## src/hw/lcu_pkg.sv

```systemverilog
// Shared constants and types for the in-band loop-code unit.
package lcu_pkg;
  // Receive bit rate and the times that are counted in received bits.
  localparam int RX_BIT_RATE_HZ   = 2048000;
  localparam int T_INTEG_MS       = 48;
  localparam int T_SECOND_S       = 1;
  localparam int INTEG_BITS_DFLT  = T_INTEG_MS * (RX_BIT_RATE_HZ / 1000);
  localparam int SECOND_BITS_DFLT = T_SECOND_S * RX_BIT_RATE_HZ;
  localparam logic [2:0] HOLD_SECONDS = 3'h5;
  // Error budget is one bit in two to the ERR_SHIFT of the window.
  localparam int ERR_SHIFT = 4;
  localparam int ICW       = 17;
  localparam int SCW       = 21;
  // Register indexes; the byte address is four times the index.
  localparam logic [5:0] IDX_RX_INFO  = 6'h09;
  localparam logic [5:0] IDX_LEN_CTRL = 6'h0A;
  localparam logic [5:0] IDX_TX_LO    = 6'h0B;
  localparam logic [5:0] IDX_TX_HI    = 6'h0C;
  localparam logic [5:0] IDX_UP_LO    = 6'h0D;
  localparam logic [5:0] IDX_UP_HI    = 6'h0E;
  localparam logic [5:0] IDX_DN_LO    = 6'h0F;
  localparam logic [5:0] IDX_DN_HI    = 6'h10;
  localparam logic [5:0] IDX_CTRL     = 6'h20;
  localparam logic [5:0] IDX_STATUS   = 6'h21;
  // Field positions.
  localparam int INFO_LVL_LSB = 4;
  localparam int INFO_ARL_BIT = 1;
  localparam int INFO_SEC_BIT = 0;
  localparam int CTRL_TXE_BIT = 0;
  localparam int CTRL_ARE_BIT = 1;
  localparam int ST_UP_BIT    = 7;
  localparam int ST_DN_BIT    = 6;
  // Reset values.
  localparam logic [7:0] LEN_CTRL_RST = 8'h00;
  localparam logic [7:0] PATTERN_RST  = 8'h00;
  localparam logic [7:0] CTRL_RST     = 8'h00;
  // Length selects and the last pattern phase they map to.
  localparam logic [1:0] TX_LEN_5  = 2'h0;
  localparam logic [1:0] TX_LEN_6  = 2'h1;
  localparam logic [1:0] TX_LEN_7  = 2'h2;
  localparam logic [2:0] RX_LEN_16 = 3'h7;
  localparam logic [3:0] LAST_16   = 4'hF;
  localparam logic [3:0] LAST_5    = 4'h4;
  localparam logic [3:0] LAST_6    = 4'h5;
  localparam logic [3:0] LAST_7    = 4'h6;
  // Bus answers.
  localparam logic [1:0] RESP_OKAY   = 2'h0;
  localparam logic [1:0] RESP_SLVERR = 2'h2;
  // Length control register layout.
  typedef struct packed {
    logic [1:0] tx_len;
    logic [2:0] up_len;
    logic [2:0] dn_len;
  } len_ctrl_s;
  typedef enum logic {ARL_IDLE = 1'b0, ARL_ACTIVE = 1'b1} arl_state_e;
endpackage

```

## src/hw/inband_loop_code_unit.sv

```systemverilog
// Loop-code unit: register slave, pin sync, transmit code, auto loopback.
`timescale 1ns/1ps
// *******************************************************************
// Operation
// - Report receive level code in bits 7:4.
// - Info bits 3 and 2 unassigned.
// - Auto loopback sets after 5 s up-code.
// - Auto loopback clears after 5 s down-code.
// - Auto loopback status low when disabled.
// - One-second flag latched, cleared by read.
// - Patterns of 1 to 8 or 16 bits.
// - Transmit code only while enable set.
// - Separate up and down detectors.
// - Detect despite one-percent bit errors.
// - About 48 ms integration sets status bits.
// - Length control fields at 7:6, 5:3, 2:0.
// - Transmit select gives 5, 6/3, 7, 16.
// - Receive select gives 1 to 7, 16/8.
// - First code bit is low-byte bit 7.
// - Up and down status bits are latched.
// *******************************************************************
module inband_loop_code_unit
  import lcu_pkg::*;
#(
  parameter int INTEG_BITS  = INTEG_BITS_DFLT,
  parameter int SECOND_BITS = SECOND_BITS_DFLT
) (
  // Clock and reset.
  input  logic        aclk,
  input  logic        aresetn,
  // Write address channel.
  input  logic        awvalid,
  output logic        awready,
  input  logic [7:0]  awaddr,
  // Write data channel.
  input  logic        wvalid,
  output logic        wready,
  input  logic [31:0] wdata,
  input  logic [3:0]  wstrb,
  // Write response channel.
  output logic        bvalid,
  input  logic        bready,
  output logic [1:0]  bresp,
  // Read address channel.
  input  logic        arvalid,
  output logic        arready,
  input  logic [7:0]  araddr,
  // Read data channel.
  output logic        rvalid,
  input  logic        rready,
  output logic [31:0] rdata,
  output logic [1:0]  rresp,
  // Line side pins.
  input  logic        rx_clk_pin,
  input  logic        rx_data_pin,
  input  logic        tx_clk_pin,
  input  logic        tx_data_pin,
  input  logic [3:0]  rx_level_pin,
  output logic        tx_line_data,
  output logic        remote_loopback
);
  // *****************************************************************
  // Declarations
  // *****************************************************************
  logic             awready_q, wready_q, bvalid_q, arready_q, rvalid_q;
  logic [1:0]       bresp_q, rresp_q;
  logic [31:0]      rdata_q;
  logic [5:0]       aw_idx_q;
  logic [7:0]       wdata_q;
  logic             wstrb_q;
  logic             wr_fire, rd_take;
  logic [5:0]       rd_idx;
  logic [7:0]       rd_d;
  logic             rd_ok, wr_ok;
  len_ctrl_s        len_q;
  logic [7:0]       tx_lo_q, tx_hi_q, up_lo_q, up_hi_q, dn_lo_q, dn_hi_q;
  logic [7:0]       ctrl_q;
  logic             sec_flag_q, up_flag_q, dn_flag_q;
  logic [7:0]       sync1_q, sync2_q, sync3_q;
  logic             rx_bit_en, tx_bit_en, rx_bit, tx_data_s;
  logic [3:0]       level_s;
  logic [3:0]       tx_phase_q, tx_last;
  logic [15:0]      tx_code;
  logic             tx_line_q;
  logic [SCW-1:0]   sec_cnt_q;
  logic             sec_tick_q;
  logic             up_present, dn_present, up_drop_q, dn_drop_q;
  logic [2:0]       up_secs_q, dn_secs_q;
  logic             up_ok, dn_ok, auto_en, tx_en;
  arl_state_e       arl_state_q;

  assign awready         = awready_q;
  assign wready          = wready_q;
  assign bvalid          = bvalid_q;
  assign bresp           = bresp_q;
  assign arready         = arready_q;
  assign rvalid          = rvalid_q;
  assign rdata           = rdata_q;
  assign rresp           = rresp_q;
  assign tx_line_data    = tx_line_q;
  assign remote_loopback = arl_state_q;
  assign tx_en           = ctrl_q[CTRL_TXE_BIT];
  assign auto_en         = ctrl_q[CTRL_ARE_BIT];

  // *****************************************************************
  // Pin synchronisers
  // *****************************************************************
  // Two stages per pin; the third stage only serves the edge detect.
  always_ff @(posedge aclk) begin
    if (!aresetn) begin
      sync1_q <= 8'h00;
      sync2_q <= 8'h00;
      sync3_q <= 8'h00;
    end else begin
      sync1_q <= {rx_level_pin, tx_data_pin, tx_clk_pin, rx_data_pin,
                  rx_clk_pin};
      sync2_q <= sync1_q;
      sync3_q <= sync2_q;
    end
  end

  // Bit clocks are far below aclk, so rising edges become enables.
  assign rx_bit_en = sync2_q[0] & ~sync3_q[0];
  assign rx_bit    = sync2_q[1];
  assign tx_bit_en = sync2_q[2] & ~sync3_q[2];
  assign tx_data_s = sync2_q[3];
  assign level_s   = sync2_q[7:4];

  // *****************************************************************
  // Register bus
  // *****************************************************************
  // A write runs once address and data are both held and no answer is
  // pending; ready stays low from each hand-over until the answer is taken.
  assign wr_fire = !awready_q && !wready_q && !bvalid_q;
  assign rd_take = arvalid && arready_q;
  assign rd_idx  = araddr[7:2];

  always_ff @(posedge aclk) begin
    if (!aresetn) begin
      awready_q <= 1'b1;
      wready_q  <= 1'b1;
      bvalid_q  <= 1'b0;
      bresp_q   <= RESP_OKAY;
      aw_idx_q  <= 6'h00;
      wdata_q   <= 8'h00;
      wstrb_q   <= 1'b0;
    end else begin
      if (awvalid && awready_q) begin
        awready_q <= 1'b0;
        aw_idx_q  <= awaddr[7:2];
      end
      if (wvalid && wready_q) begin
        wready_q <= 1'b0;
        wdata_q  <= wdata[7:0];
        wstrb_q  <= wstrb[0];
      end
      if (wr_fire) begin
        bvalid_q <= 1'b1;
        bresp_q  <= wr_ok ? RESP_OKAY : RESP_SLVERR;
      end else if (bvalid_q && bready) begin
        bvalid_q  <= 1'b0;
        awready_q <= 1'b1;
        wready_q  <= 1'b1;
      end
    end
  end

  // Read-only registers accept a write and ignore it.
  always_comb begin
    wr_ok = (aw_idx_q >= IDX_RX_INFO && aw_idx_q <= IDX_DN_HI)
            || aw_idx_q == IDX_CTRL || aw_idx_q == IDX_STATUS;
  end

  // Writable registers; only byte lane 0 carries data.
  always_ff @(posedge aclk) begin
    if (!aresetn) begin
      len_q   <= len_ctrl_s'(LEN_CTRL_RST);
      tx_lo_q <= PATTERN_RST;
      tx_hi_q <= PATTERN_RST;
      up_lo_q <= PATTERN_RST;
      up_hi_q <= PATTERN_RST;
      dn_lo_q <= PATTERN_RST;
      dn_hi_q <= PATTERN_RST;
      ctrl_q  <= CTRL_RST;
    end else if (wr_fire && wstrb_q) begin
      if (aw_idx_q == IDX_LEN_CTRL) begin
        len_q <= len_ctrl_s'(wdata_q);
      end else if (aw_idx_q == IDX_TX_LO) begin
        tx_lo_q <= wdata_q;
      end else if (aw_idx_q == IDX_TX_HI) begin
        tx_hi_q <= wdata_q;
      end else if (aw_idx_q == IDX_UP_LO) begin
        up_lo_q <= wdata_q;
      end else if (aw_idx_q == IDX_UP_HI) begin
        up_hi_q <= wdata_q;
      end else if (aw_idx_q == IDX_DN_LO) begin
        dn_lo_q <= wdata_q;
      end else if (aw_idx_q == IDX_DN_HI) begin
        dn_hi_q <= wdata_q;
      end else if (aw_idx_q == IDX_CTRL) begin
        ctrl_q <= {6'h00, wdata_q[1:0]};
      end
    end
  end

  // Read data; unassigned info bits 3:2 read as zero.
  always_comb begin
    rd_d  = 8'h00;
    rd_ok = 1'b1;
    if (rd_idx == IDX_RX_INFO) begin
      rd_d = {level_s, 2'h0, arl_state_q, sec_flag_q};
    end else if (rd_idx == IDX_LEN_CTRL) begin
      rd_d = len_q;
    end else if (rd_idx == IDX_TX_LO) begin
      rd_d = tx_lo_q;
    end else if (rd_idx == IDX_TX_HI) begin
      rd_d = tx_hi_q;
    end else if (rd_idx == IDX_UP_LO) begin
      rd_d = up_lo_q;
    end else if (rd_idx == IDX_UP_HI) begin
      rd_d = up_hi_q;
    end else if (rd_idx == IDX_DN_LO) begin
      rd_d = dn_lo_q;
    end else if (rd_idx == IDX_DN_HI) begin
      rd_d = dn_hi_q;
    end else if (rd_idx == IDX_CTRL) begin
      rd_d = ctrl_q;
    end else if (rd_idx == IDX_STATUS) begin
      rd_d = {up_flag_q, dn_flag_q, 6'h00};
    end else begin
      rd_ok = 1'b0;
    end
  end

  // One read at a time; the address is taken with the data captured.
  always_ff @(posedge aclk) begin
    if (!aresetn) begin
      arready_q <= 1'b1;
      rvalid_q  <= 1'b0;
      rdata_q   <= 32'h0000_0000;
      rresp_q   <= RESP_OKAY;
    end else if (rd_take) begin
      arready_q <= 1'b0;
      rvalid_q  <= 1'b1;
      rdata_q   <= {24'h00_0000, rd_d};
      rresp_q   <= rd_ok ? RESP_OKAY : RESP_SLVERR;
    end else if (rvalid_q && rready) begin
      rvalid_q  <= 1'b0;
      arready_q <= 1'b1;
    end
  end

  // *****************************************************************
  // Latched flags
  // *****************************************************************
  // A read clears at the moment it samples; a set in that cycle wins.
  always_ff @(posedge aclk) begin
    if (!aresetn) begin
      sec_flag_q <= 1'b0;
      up_flag_q  <= 1'b0;
      dn_flag_q  <= 1'b0;
    end else begin
      if (sec_tick_q) begin
        sec_flag_q <= 1'b1;
      end else if (rd_take && rd_idx == IDX_RX_INFO) begin
        sec_flag_q <= 1'b0;
      end
      if (up_present) begin
        up_flag_q <= 1'b1;
      end else if (rd_take && rd_idx == IDX_STATUS) begin
        up_flag_q <= 1'b0;
      end
      if (dn_present) begin
        dn_flag_q <= 1'b1;
      end else if (rd_take && rd_idx == IDX_STATUS) begin
        dn_flag_q <= 1'b0;
      end
    end
  end

  // *****************************************************************
  // Transmit pattern
  // *****************************************************************
  // Low byte bit 7 leads; the 16/8/4/2/1 and 6/3 selects send the
  // whole configured span, so shorter codes must be replicated.
  assign tx_code = {tx_lo_q, tx_hi_q};
  always_comb begin
    if (len_q.tx_len == TX_LEN_5) begin
      tx_last = LAST_5;
    end else if (len_q.tx_len == TX_LEN_6) begin
      tx_last = LAST_6;
    end else if (len_q.tx_len == TX_LEN_7) begin
      tx_last = LAST_7;
    end else begin
      tx_last = LAST_16;
    end
  end

  always_ff @(posedge aclk) begin
    if (!aresetn) begin
      tx_phase_q <= 4'h0;
      tx_line_q  <= 1'b0;
    end else if (tx_bit_en) begin
      if (tx_en) begin
        tx_line_q  <= tx_code[4'hF - tx_phase_q];
        tx_phase_q <= (tx_phase_q >= tx_last) ? 4'h0 : tx_phase_q + 4'h1;
      end else begin
        tx_line_q  <= tx_data_s;
        tx_phase_q <= 4'h0;
      end
    end
  end

  // *****************************************************************
  // Code detectors
  // *****************************************************************
  repeat_code_detector #(.INTEG_BITS(INTEG_BITS)) u_up_det (
    .aclk    (aclk),
    .aresetn (aresetn),
    .bit_en  (rx_bit_en),
    .bit_in  (rx_bit),
    .code    ({up_lo_q, up_hi_q}),
    .len_sel (len_q.up_len),
    .present (up_present)
  );

  repeat_code_detector #(.INTEG_BITS(INTEG_BITS)) u_dn_det (
    .aclk    (aclk),
    .aresetn (aresetn),
    .bit_en  (rx_bit_en),
    .bit_in  (rx_bit),
    .code    ({dn_lo_q, dn_hi_q}),
    .len_sel (len_q.dn_len),
    .present (dn_present)
  );

  // *****************************************************************
  // One-second timer and automatic remote loopback
  // *****************************************************************
  // Seconds are counted in received bits, so they stop with the line.
  always_ff @(posedge aclk) begin
    if (!aresetn) begin
      sec_cnt_q  <= '0;
      sec_tick_q <= 1'b0;
    end else begin
      sec_tick_q <= rx_bit_en && sec_cnt_q == SCW'(SECOND_BITS - 1);
      if (rx_bit_en) begin
        sec_cnt_q <= (sec_cnt_q == SCW'(SECOND_BITS - 1)) ? '0
                     : sec_cnt_q + 1'b1;
      end
    end
  end

  // A second counts only if the code never dropped during it.
  assign up_ok = !up_drop_q && up_present;
  assign dn_ok = !dn_drop_q && dn_present;

  always_ff @(posedge aclk) begin
    if (!aresetn || !auto_en) begin
      up_drop_q   <= 1'b1;
      dn_drop_q   <= 1'b1;
      up_secs_q   <= 3'h0;
      dn_secs_q   <= 3'h0;
      arl_state_q <= ARL_IDLE;
    end else if (sec_tick_q) begin
      up_drop_q <= !up_present;
      dn_drop_q <= !dn_present;
      up_secs_q <= (up_ok && up_secs_q < HOLD_SECONDS) ? up_secs_q + 3'h1
                   : (up_ok ? up_secs_q : 3'h0);
      dn_secs_q <= (dn_ok && dn_secs_q < HOLD_SECONDS) ? dn_secs_q + 3'h1
                   : (dn_ok ? dn_secs_q : 3'h0);
      case (arl_state_q)
        ARL_IDLE: begin
          if (up_ok && up_secs_q == HOLD_SECONDS - 3'h1) begin
            arl_state_q <= ARL_ACTIVE;
          end
        end
        ARL_ACTIVE: begin
          if (dn_ok && dn_secs_q == HOLD_SECONDS - 3'h1) begin
            arl_state_q <= ARL_IDLE;
          end
        end
        default: arl_state_q <= ARL_IDLE;
      endcase
    end else begin
      if (!up_present) begin
        up_drop_q <= 1'b1;
      end
      if (!dn_present) begin
        dn_drop_q <= 1'b1;
      end
    end
  end

  // *****************************************************************
  // Checks
  // *****************************************************************
  property p_auto_off;
    @(posedge aclk) disable iff (!aresetn)
    !auto_en |=> arl_state_q == ARL_IDLE;
  endproperty
  a_auto_off: assert property (p_auto_off)
    else $error("Auto loopback active while disabled.");

  property p_arl_up;
    @(posedge aclk) disable iff (!aresetn)
    (auto_en && sec_tick_q && arl_state_q == ARL_IDLE && up_ok
     && up_secs_q == 3'h4) |=> remote_loopback;
  endproperty
  a_arl_up: assert property (p_arl_up)
    else $error("Fifth up second did not enter loopback.");

  property p_arl_down;
    @(posedge aclk) disable iff (!aresetn)
    (auto_en && sec_tick_q && arl_state_q == ARL_ACTIVE && dn_ok
     && dn_secs_q == 3'h4) |=> !remote_loopback;
  endproperty
  a_arl_down: assert property (p_arl_down)
    else $error("Fifth down second did not leave loopback.");

  property p_arl_hold;
    @(posedge aclk) disable iff (!aresetn)
    (remote_loopback && !sec_tick_q && auto_en) |=> remote_loopback;
  endproperty
  a_arl_hold: assert property (p_arl_hold)
    else $error("Loopback left between second ticks.");

  property p_sec_set;
    @(posedge aclk) disable iff (!aresetn)
    sec_tick_q |=> sec_flag_q;
  endproperty
  a_sec_set: assert property (p_sec_set)
    else $error("Second tick lost.");

  property p_sec_clear;
    @(posedge aclk) disable iff (!aresetn)
    (rd_take && rd_idx == IDX_RX_INFO && !sec_tick_q) |=> !sec_flag_q;
  endproperty
  a_sec_clear: assert property (p_sec_clear)
    else $error("Info read did not clear second flag.");

  property p_info_read;
    @(posedge aclk) disable iff (!aresetn)
    (rd_take && rd_idx == IDX_RX_INFO)
      |=> rdata[7:4] == $past(level_s) && rdata[3:2] == 2'h0 && rvalid;
  endproperty
  a_info_read: assert property (p_info_read)
    else $error("Info read level field wrong.");

  property p_tx_idle;
    @(posedge aclk) disable iff (!aresetn)
    (tx_bit_en && !tx_en) |=> tx_line_data == $past(tx_data_s);
  endproperty
  a_tx_idle: assert property (p_tx_idle)
    else $error("Normal data not passed when code disabled.");

  property p_tx_code;
    @(posedge aclk) disable iff (!aresetn)
    (tx_bit_en && tx_en && tx_phase_q == 4'h0)
      |=> tx_line_data == $past(tx_lo_q[7]);
  endproperty
  a_tx_code: assert property (p_tx_code)
    else $error("Pattern did not start with low byte bit 7.");

  property p_tx_wrap;
    @(posedge aclk) disable iff (!aresetn)
    (tx_bit_en && tx_en && tx_phase_q == tx_last
     && $stable(len_q)) |=> tx_phase_q == 4'h0;
  endproperty
  a_tx_wrap: assert property (p_tx_wrap)
    else $error("Transmit phase did not wrap at length.");

  property p_up_latch;
    @(posedge aclk) disable iff (!aresetn)
    up_present |=> up_flag_q;
  endproperty
  a_up_latch: assert property (p_up_latch)
    else $error("Loop-up status not latched.");

  c_arl: cover property (@(posedge aclk) disable iff (!aresetn)
    $rose(remote_loopback));
  c_up_seen: cover property (@(posedge aclk) disable iff (!aresetn)
    $rose(up_flag_q));
  c_sec_read: cover property (@(posedge aclk) disable iff (!aresetn)
    sec_flag_q && rd_take && rd_idx == IDX_RX_INFO);
endmodule

```

## src/hw/repeat_code_detector.sv

```systemverilog
// Error-tolerant detector for one repeating code of 1 to 8 or 16 bits.
`timescale 1ns/1ps
module repeat_code_detector
  import lcu_pkg::*;
#(
  parameter int INTEG_BITS = INTEG_BITS_DFLT
) (
  // Clock and reset.
  input  logic        aclk,
  input  logic        aresetn,
  // Received bit stream.
  input  logic        bit_en,
  input  logic        bit_in,
  // Code and its length select.
  input  logic [15:0] code,
  input  logic [2:0]  len_sel,
  // Code seen in the last window.
  output logic        present
);
  logic [3:0]     phase_q;
  logic [ICW-1:0] bit_cnt_q;
  logic [ICW-1:0] err_cnt_q;
  logic           present_q;
  logic [3:0]     last;
  logic           miss;
  logic [ICW-1:0] err_next;

  // Lengths 1 to 7 use the top bits; all-ones compares the whole word.
  assign last     = (len_sel == RX_LEN_16) ? LAST_16 : {1'b0, len_sel};
  assign miss     = bit_in ^ code[4'hF - phase_q];
  assign err_next = err_cnt_q + {{(ICW-1){1'b0}}, miss};
  assign present  = present_q;

  // Too many misses slips the phase by one bit, so a wrong alignment
  // is dropped within a few thousand bits instead of a whole window.
  always_ff @(posedge aclk) begin
    if (!aresetn) begin
      phase_q   <= 4'h0;
      bit_cnt_q <= '0;
      err_cnt_q <= '0;
      present_q <= 1'b0;
    end else if (bit_en) begin
      if (err_next > ICW'(INTEG_BITS >> ERR_SHIFT)) begin
        bit_cnt_q <= '0;
        err_cnt_q <= '0;
        present_q <= 1'b0;
      end else begin
        phase_q   <= (phase_q >= last) ? 4'h0 : phase_q + 4'h1;
        err_cnt_q <= err_next;
        if (bit_cnt_q == ICW'(INTEG_BITS - 1)) begin
          bit_cnt_q <= '0;
          err_cnt_q <= '0;
          present_q <= 1'b1;
        end else begin
          bit_cnt_q <= bit_cnt_q + 1'b1;
        end
      end
    end
  end

  // *****************************************************************
  // Checks
  // *****************************************************************
  property p_window_detect;
    @(posedge aclk) disable iff (!aresetn)
    (bit_en && bit_cnt_q == ICW'(INTEG_BITS - 1)
     && err_next <= ICW'(INTEG_BITS >> ERR_SHIFT)) |=> present_q;
  endproperty
  a_window_detect: assert property (p_window_detect)
    else $error("Clean window did not raise present.");

  property p_slip_drops;
    @(posedge aclk) disable iff (!aresetn)
    (bit_en && err_next > ICW'(INTEG_BITS >> ERR_SHIFT))
      |=> !present_q && phase_q == $past(phase_q) && err_cnt_q == '0;
  endproperty
  a_slip_drops: assert property (p_slip_drops)
    else $error("Error overflow did not slip and drop.");
endmodule

```

## config.mk

```make
export PLATFORM = sky130hd
export DESIGN_NAME = inband_loop_code_unit
export DESIGN_NICKNAME = d
export VERILOG_FILES = /design/src/hw/lcu_pkg.sv /design/src/hw/inband_loop_code_unit.sv /design/src/hw/repeat_code_detector.sv
export SDC_FILE = /design/constraint.sdc
export NUM_CORES = 1
export LEC_CHECK = 0
export ABC_AREA = 1
export ABC_CLOCK_PERIOD_IN_PS = 4850
export BUFFER_PORTS_ARGS = -buffer_cell sky130_fd_sc_hd__buf_2
export CORE_AREA = 5 5 159 161
export DETAILED_ROUTE_END_ITERATION = 6
export DIE_AREA = 0 0 164 166
export GPL_TIMING_DRIVEN = 0
export PLACE_DENSITY = 0.74
export SLEW_MARGIN = 20
export SYNTH_ARGS = -nofsm -noshare
export SYNTH_HDL_FRONTEND = slang
export SYNTH_SLANG_ARGS = --single-unit
```

## constraint.sdc

```tcl
create_clock -name aclk -period 4.85 [get_ports aclk]
set_input_delay 0.97 -clock aclk [delete_from_list [all_inputs] [get_ports aclk]]
set_output_delay 0.97 -clock aclk [all_outputs]
set_load 0.01 [all_outputs]
```

[After elaboration in Yosys (flattened, before gate mapping)]
Cells that the tools add are included.
Operators by class
  $add $sub $neg: 13
  multipliers: 0
  div/mod/pow operators: 0
  $lt $le $gt $ge: 12
  equality and inequality tests: 32
  shift-type cells: 0
  multiplexer cells: 79
  bitwise gates (word level): 16
  reduce and logical (&&, ||, !) cells: 52
Operators with widths (number)
  $mux 17: 8
  $mux 8: 10
  $eq 6x4->1 const B: 13
  $mux 1: 41
  $mux 4: 9
  $add 17x1->17: 2
  $add 17x1->17 const B: 2
  $eq 17x17->1 const B: 2
  $gt 17x13->1 const B: 2
  $eq 6x6->1 const B: 4
  $add 21x1->21 const B: 1
  $eq 21x21->1 const B: 1
  $mux 21: 1
  $logic_and 1x1->1: 18
  $lt 4x5->1 const B: 3
  $reduce_and 2->1: 7
  $reduce_bool 2->1: 7
  $add 4x1->4 const B: 3
  $bmux 1 s4: 3
  $eq 3x3->1 const B: 4
  $eq 6x5->1 const B: 2
  $ge 4x4->1: 3
  $mux 3: 4
  $not 1->1: 12
  other kinds (23): 42
Storage, ports and cells
  register bits: 226
  bits in latches: 0
  bits in writable memories: 0
  memory bits (read-only): 0
  bits of input ports: 67
  output and inout bits: 43
  logic and storage cells: 248
  memories: 0

[Depth between registers and ports, before layout]
  depth in word-level cells: 12
  mapped depth: 23
  mapped depth without buffers: 22

[Hierarchy]
From an unflattened synthesis, not the netlist that was laid out.
Second synthesis, totals
  cell total of the unflattened synthesis: 1676
  area total of the unflattened synthesis: 11944.0 um2
By module, submodules not included
  inband_loop_code_unit: times used 1, cells each 944, area an instance 6816.5 um2, seq. area each 2902.8 um2
  repeat_code_detector (u_up_det): times used 1, cells each 364, area an instance 2612.5 um2, seq. area each 780.7 um2
  repeat_code_detector (u_dn_det): times used 1, cells each 368, area an instance 2514.9 um2, seq. area each 780.7 um2

[Worst setup path after synthesis]
No wires, ideal clock.
  path type: reg-to-reg
  start: register u_dn_det.phase_q[0]
  end: register u_dn_det.err_cnt_q[5]
  library setup time: 124 ps
  data arrival time: 2806 ps
  data required time: 4726 ps
  slack: 1921 ps
  cell stages (with the launch flop): 20
  path buffers: 2
  period minus slack after synthesis: 2929 ps
  path through: dfxtp_1 > clkbuf_1 > o21ai_0 > o22ai_1 > nor2_1 > o31ai_1 > xor2_1 > ha_1 > ha_1 > nand3_1 > nor3_2 > xor2_1 > nor2_1 > nand2_1 > nand2_2 > nand3_2 > nand2_2 > nand2_4 > buf_6 > nor2_4
Between the ends
  cells in the longest elaborated chain, start to end: 7
  elaborated cells between the ends (all ways): 8
  classes of those cells: add/sub: 2; order compare: 1; mux: 4; bitwise: 1
RTL lines
  from (decl): line repeat_code_detector.sv:20  | logic [3:0] phase_q;
  from (signal assigned): line repeat_code_detector.sv:48  | phase_q <= (phase_q >= last) ? 4'h0 : phase_q + 4'h1;
  $sub 4x4->4 (*): line repeat_code_detector.sv:30  | assign miss = bit_in ^ code[4'hF - phase_q];
  $bmux 1 s4 (*): line repeat_code_detector.sv:30
  $mux 1 (not written as such) (*): line repeat_code_detector.sv:30
  $xor 1x1->1 (*): line repeat_code_detector.sv:30
  $add 17x1->17 (*): line repeat_code_detector.sv:31  | assign err_next = err_cnt_q + {{(ICW-1){1'b0}}, miss};
  $gt 17x13->1 / $mux 17 (equally long branches): line repeat_code_detector.sv:43, repeat_code_detector.sv:50
  $mux 17 (*): line repeat_code_detector.sv:43  | if (err_next > ICW'(INTEG_BITS >> ERR_SHIFT)) begin
  to (signal assigned): line repeat_code_detector.sv:49  | err_cnt_q <= err_next;
  to (decl): line repeat_code_detector.sv:22  | logic [ICW-1:0] err_cnt_q;
Every way passes the cells marked *; elsewhere a longest branch is shown, timed or not. The select of a mux whose other input is x is not followed.
A chain may end at the register's enable or synchronous reset.

[Worst setup path in the final report]
  start: register u_dn_det.phase_q[0]
  end: register u_dn_det.bit_cnt_q[9]
Between the ends
  cells in the longest elaborated chain, start to end: 7
RTL lines
  $sub 4x4->4: line repeat_code_detector.sv:30
  $bmux 1 s4: line repeat_code_detector.sv:30
  $mux 1 (not written as such): line repeat_code_detector.sv:30
  $xor 1x1->1: line repeat_code_detector.sv:30
  $add 17x1->17: line repeat_code_detector.sv:31
  $gt 17x13->1: line repeat_code_detector.sv:43
  $mux 17: line repeat_code_detector.sv:43
  to (signal assigned): line repeat_code_detector.sv:55  | bit_cnt_q <= bit_cnt_q + 1'b1;
  to (decl): line repeat_code_detector.sv:21  | logic [ICW-1:0] bit_cnt_q;
Every way passes these cells. The select of a mux whose other input is x is not followed.

==> flow_summary.yaml <==
timing:
  setup_viol: 0
  tns_ns: 0
  finalCriticalPeriod_ns: 3.69
  drv_slew: 0
  fin_hold_ws_ns: 0.410
  fin_crit_sh_pct: 76.2
  tightestPinTransition_ns: 0.913
  fin_ws_ns: 1.16
  max_clock_freq_mhz: 271
  finalHoldViolations: 0
  clock_skew_ns: 0.0134
  slew_headroom_pct: 39.1
  rsz0062_at_grt: "no"
die:
  rows: 57
  die_width_um: 164
  start_util_pct: 48.8
  fp.dieH_um: 166
  core_um2: 23800
  num_io_pins: 110
  die_area_um2: 27200
setup_path:
  worst_ep_arrival_time_ns: 4.15
  cp_max_fo: 10
  end_kind: "flip-flop"
  required_ns: 5.30
  critPathKind: "flip-flop to flip-flop"
  startpoint_type: "flip-flop"
job:
  max-cap-violations: 0
power:
  power_switching_share_pct: 22.8
  p_comb_share_pct: 5.7
  p_switching_mw: 0.946
  clockPowerShare_pct: 48.8
  p_int_mw: 3.20
  p_leak_nw: 5.29
  powerDensity_nw_per_um2: 313
  ir_worst_vdd_uv: 288
  seqPwrFrac_pct: 45.5
  p_total_mw: 4.15
cells_and_area:
  layout.nets: 1853
  areaGrowthSynthToFinish_pct: 14.1
  drive_gt1_share_pct: 10.6
  diodes: 0
  fin_area_um2: 13300
drt:
  first_pass_iters: 5
  drc: 0
  wirelength_um: 30600
  vias: 11100
  drtIter0Drc: 758
  wire_per_inst_um: 14.5
  ant_nets: 0
  avgViaCountPerCell: 5.28
grt:
  use_met3_pct: 3.30
  grt.busiest_layer: "met2"
  grt_max_degree: 15
  use_met1_pct: 29.7
  grt_usage_pct: 21.9
  grtUsageMet2_pct: 36.1
  gr-total-overflow: 0
  grt_pass1_wl_um: 50400
  antenna_found_initial: 0
  grt_pass1_vias: 10300
clock_tree:
  cts_buffer_depth: 3
  cts.sinks: 223
  htree_levels: 1
  numCtsBuffers: 24
  insertion_delay_ns: 0.52
  cts_root_buf: "clkbuf_16"
  holdBufCountCts: 0
  cts_tree: "done"
  clk_pin_slew_ns: 0.06
  cts_resized: 0
  post-cts-setup-buffers: 0
synthesis:
  synth-main-ff-cell: "dfxtp_1"
  syn_area_per_cell_um2: 7.01
  yosysTopAreaCell: "dfxtp_1"
  async_flop_share_pct: 0
  yosysMostFrequentCell: "nand2_1"
  ys_ff_latch: 223
  syn_area_um2: 11600
  synth_warnings: 0
  syn_inst: 1659
  synth_edf_count: 0
  synthTopCellsByArea: "dfxtp_1 (38%), nand2_1 (10%), nor2_1 (6.6%)"
  synth_top_area_share_pct: 38.4
  synth.distinct_cells: 49
  synthTopCellsByCount: "nand2_1 (309), dfxtp_1 (223), nor2_1 (204)"
  synth.yosys.seq_area_share_pct: 38.4
placement:
  io_buffers: 51
  place_ws_ns: 1.19
  hpwl_um: 23100
  routabilityCongestion: 0.963
  place_area_um2: 12400
worst_hold_path:
  hold_class: "flip-flop to flip-flop"
run_status:
  status: "complete, no violations"
==> per-layer routing <==
layer | wire [um] | vias up
li1 | - | 5640
met1 | 13700 | 5083
met2 | 14100 | 319
met3 | 1880 | 58
met4 | 924 | 0
met5 | 0 | -
==> power by group through the flow <==
stage               Clock (mW)  Combinational (mW)  Sequential, mW
global route              2.15               0.265            1.89
floorplan                    0               0.159            1.92
CTS                       2.05               0.237            1.89
finish                    2.02               0.238            1.89
global placement             0               0.231            1.93
detailed placement           0               0.236            1.93
==> cells in the final DEF (no fill, tap or decap), types with 5 or more instances in the layout <==
cell | synthesis | layout
nor2_4 | 7 | 7
a211oi_1 | 25 | 25
buf_4 | 28 | 28
xor2_1 | 38 | 38
o21bai_1 | 8 | 8
nand2_1 | 309 | 309
nand2_2 | 6 | 6
nor2_2 | 31 | 31
clkbuf_16 | 0 | 25
nand4_1 | 77 | 77
conb_1 | 1 | 26
mux2i_1 | 5 | 5
o211ai_1 | 6 | 6
bufinv_16 | 0 | 5
nand3_1 | 89 | 89
buf_6 | 6 | 6
nor2_1 | 204 | 204
xnor2_1 | 14 | 14
nor4_1 | 5 | 5
o21ai_0 | 100 | 100
nor3_1 | 33 | 33
ha_1 | 25 | 25
clkbuf_1 | 42 | 44
inv_1 | 186 | 186
dfxtp_1 | 223 | 223
a21oi_1 | 141 | 141
buf_2 | 8 | 59
==> worst max-delay path, stage by stage (launching register included) <==
cell	delay, ns
dfxtp_1	0.36
clkbuf_1	0.38
o21ai_0	0.13
o22ai_1	0.22
nor2_1	0.06
o31ai_1	0.30
xor2_1	0.25
ha_1	0.23
ha_1	0.21
nand2_1	0.10
nor2_2	0.25
nand4_1	0.11
nand2_1	0.10
nand2_1	0.05
nor2_1	0.10
nand2_1	0.07
nand2_2	0.15
nand3_2	0.09
nand2_2	0.13
nand2_4	0.08
buf_6	0.16
nor2_2	0.09
==> state kept, by name, indices dropped and copies added (netlist names), 4 cells and up <==
register	count
sec_cnt_q	21
u_dn_det.bit_cnt_q	17
u_dn_det.err_cnt_q	17
u_up_det.bit_cnt_q	17
u_up_det.err_cnt_q	17
dn_hi_q	8
dn_lo_q	8
len_q	8
rdata	8
sync1_q	8
sync2_q	8
tx_hi_q	8
tx_lo_q	8
up_hi_q	8
up_lo_q	8
wdata_q	8
aw_idx_q	6
tx_phase_q	4
u_dn_det.phase_q	4
u_up_det.phase_q	4
==> cell families (layout without fill, tap and decap cells) <==
logic type	count (synthesis)	in the layout	synth area share, %
DFF	223	223	38.4
and+or+nand+nor	777	777	30.1
buffers and inverters	280	374	10.4
AOI/OAI and AO/OA	296	296	14.0
other	1	26	0.0323
adders and majority gates	25	25	2.69
muxes	5	5	0.431
xor gates and xnor gates	52	52	3.92
==> final timing paths <==
check,startpoint,to,slack (ns),depth (start not counted)
worst max-delay path,u_dn_det.phase_q[0],u_dn_det.bit_cnt_q[9],1.16,21
worst max register to register,u_dn_det.phase_q[0],u_dn_det.bit_cnt_q[9],1.16,21
worst min register to register,sync1_q[2],sync2_q[2],0.41,2
worst min-delay path,sync1_q[2],sync2_q[2],0.41,2
==> final cells by class <==
| class | instances | area (um^2) |
|---|---|---|
| Buffer | 89 | 495 |
| Multi-Input combinational cell | 1181 | 6040 |
| Inverter | 191 | 717 |
| Clock buffer | 31 | 688 |
| Sequential cell | 223 | 4460 |
| Tap cell | 324 | 405 |
| Fill cell | 2315 | 10600 |
| Timing Repair Buffer | 51 | 255 |
| Clock inverter | 12 | 195 |
==> per-stage QoR <==
step / std cells / util [%]
6_report: 2102 / 55.7
5_1_grt: 2102 / 55.7
4_1_cts: 2102 / 55.7
3_5_place_dp: 2059 / 52.0
3_3_place_gp: 2059 / 52.0
2_1_floorplan: 1684 / -
No activity file was read; power rests on OpenSTA's default activity.
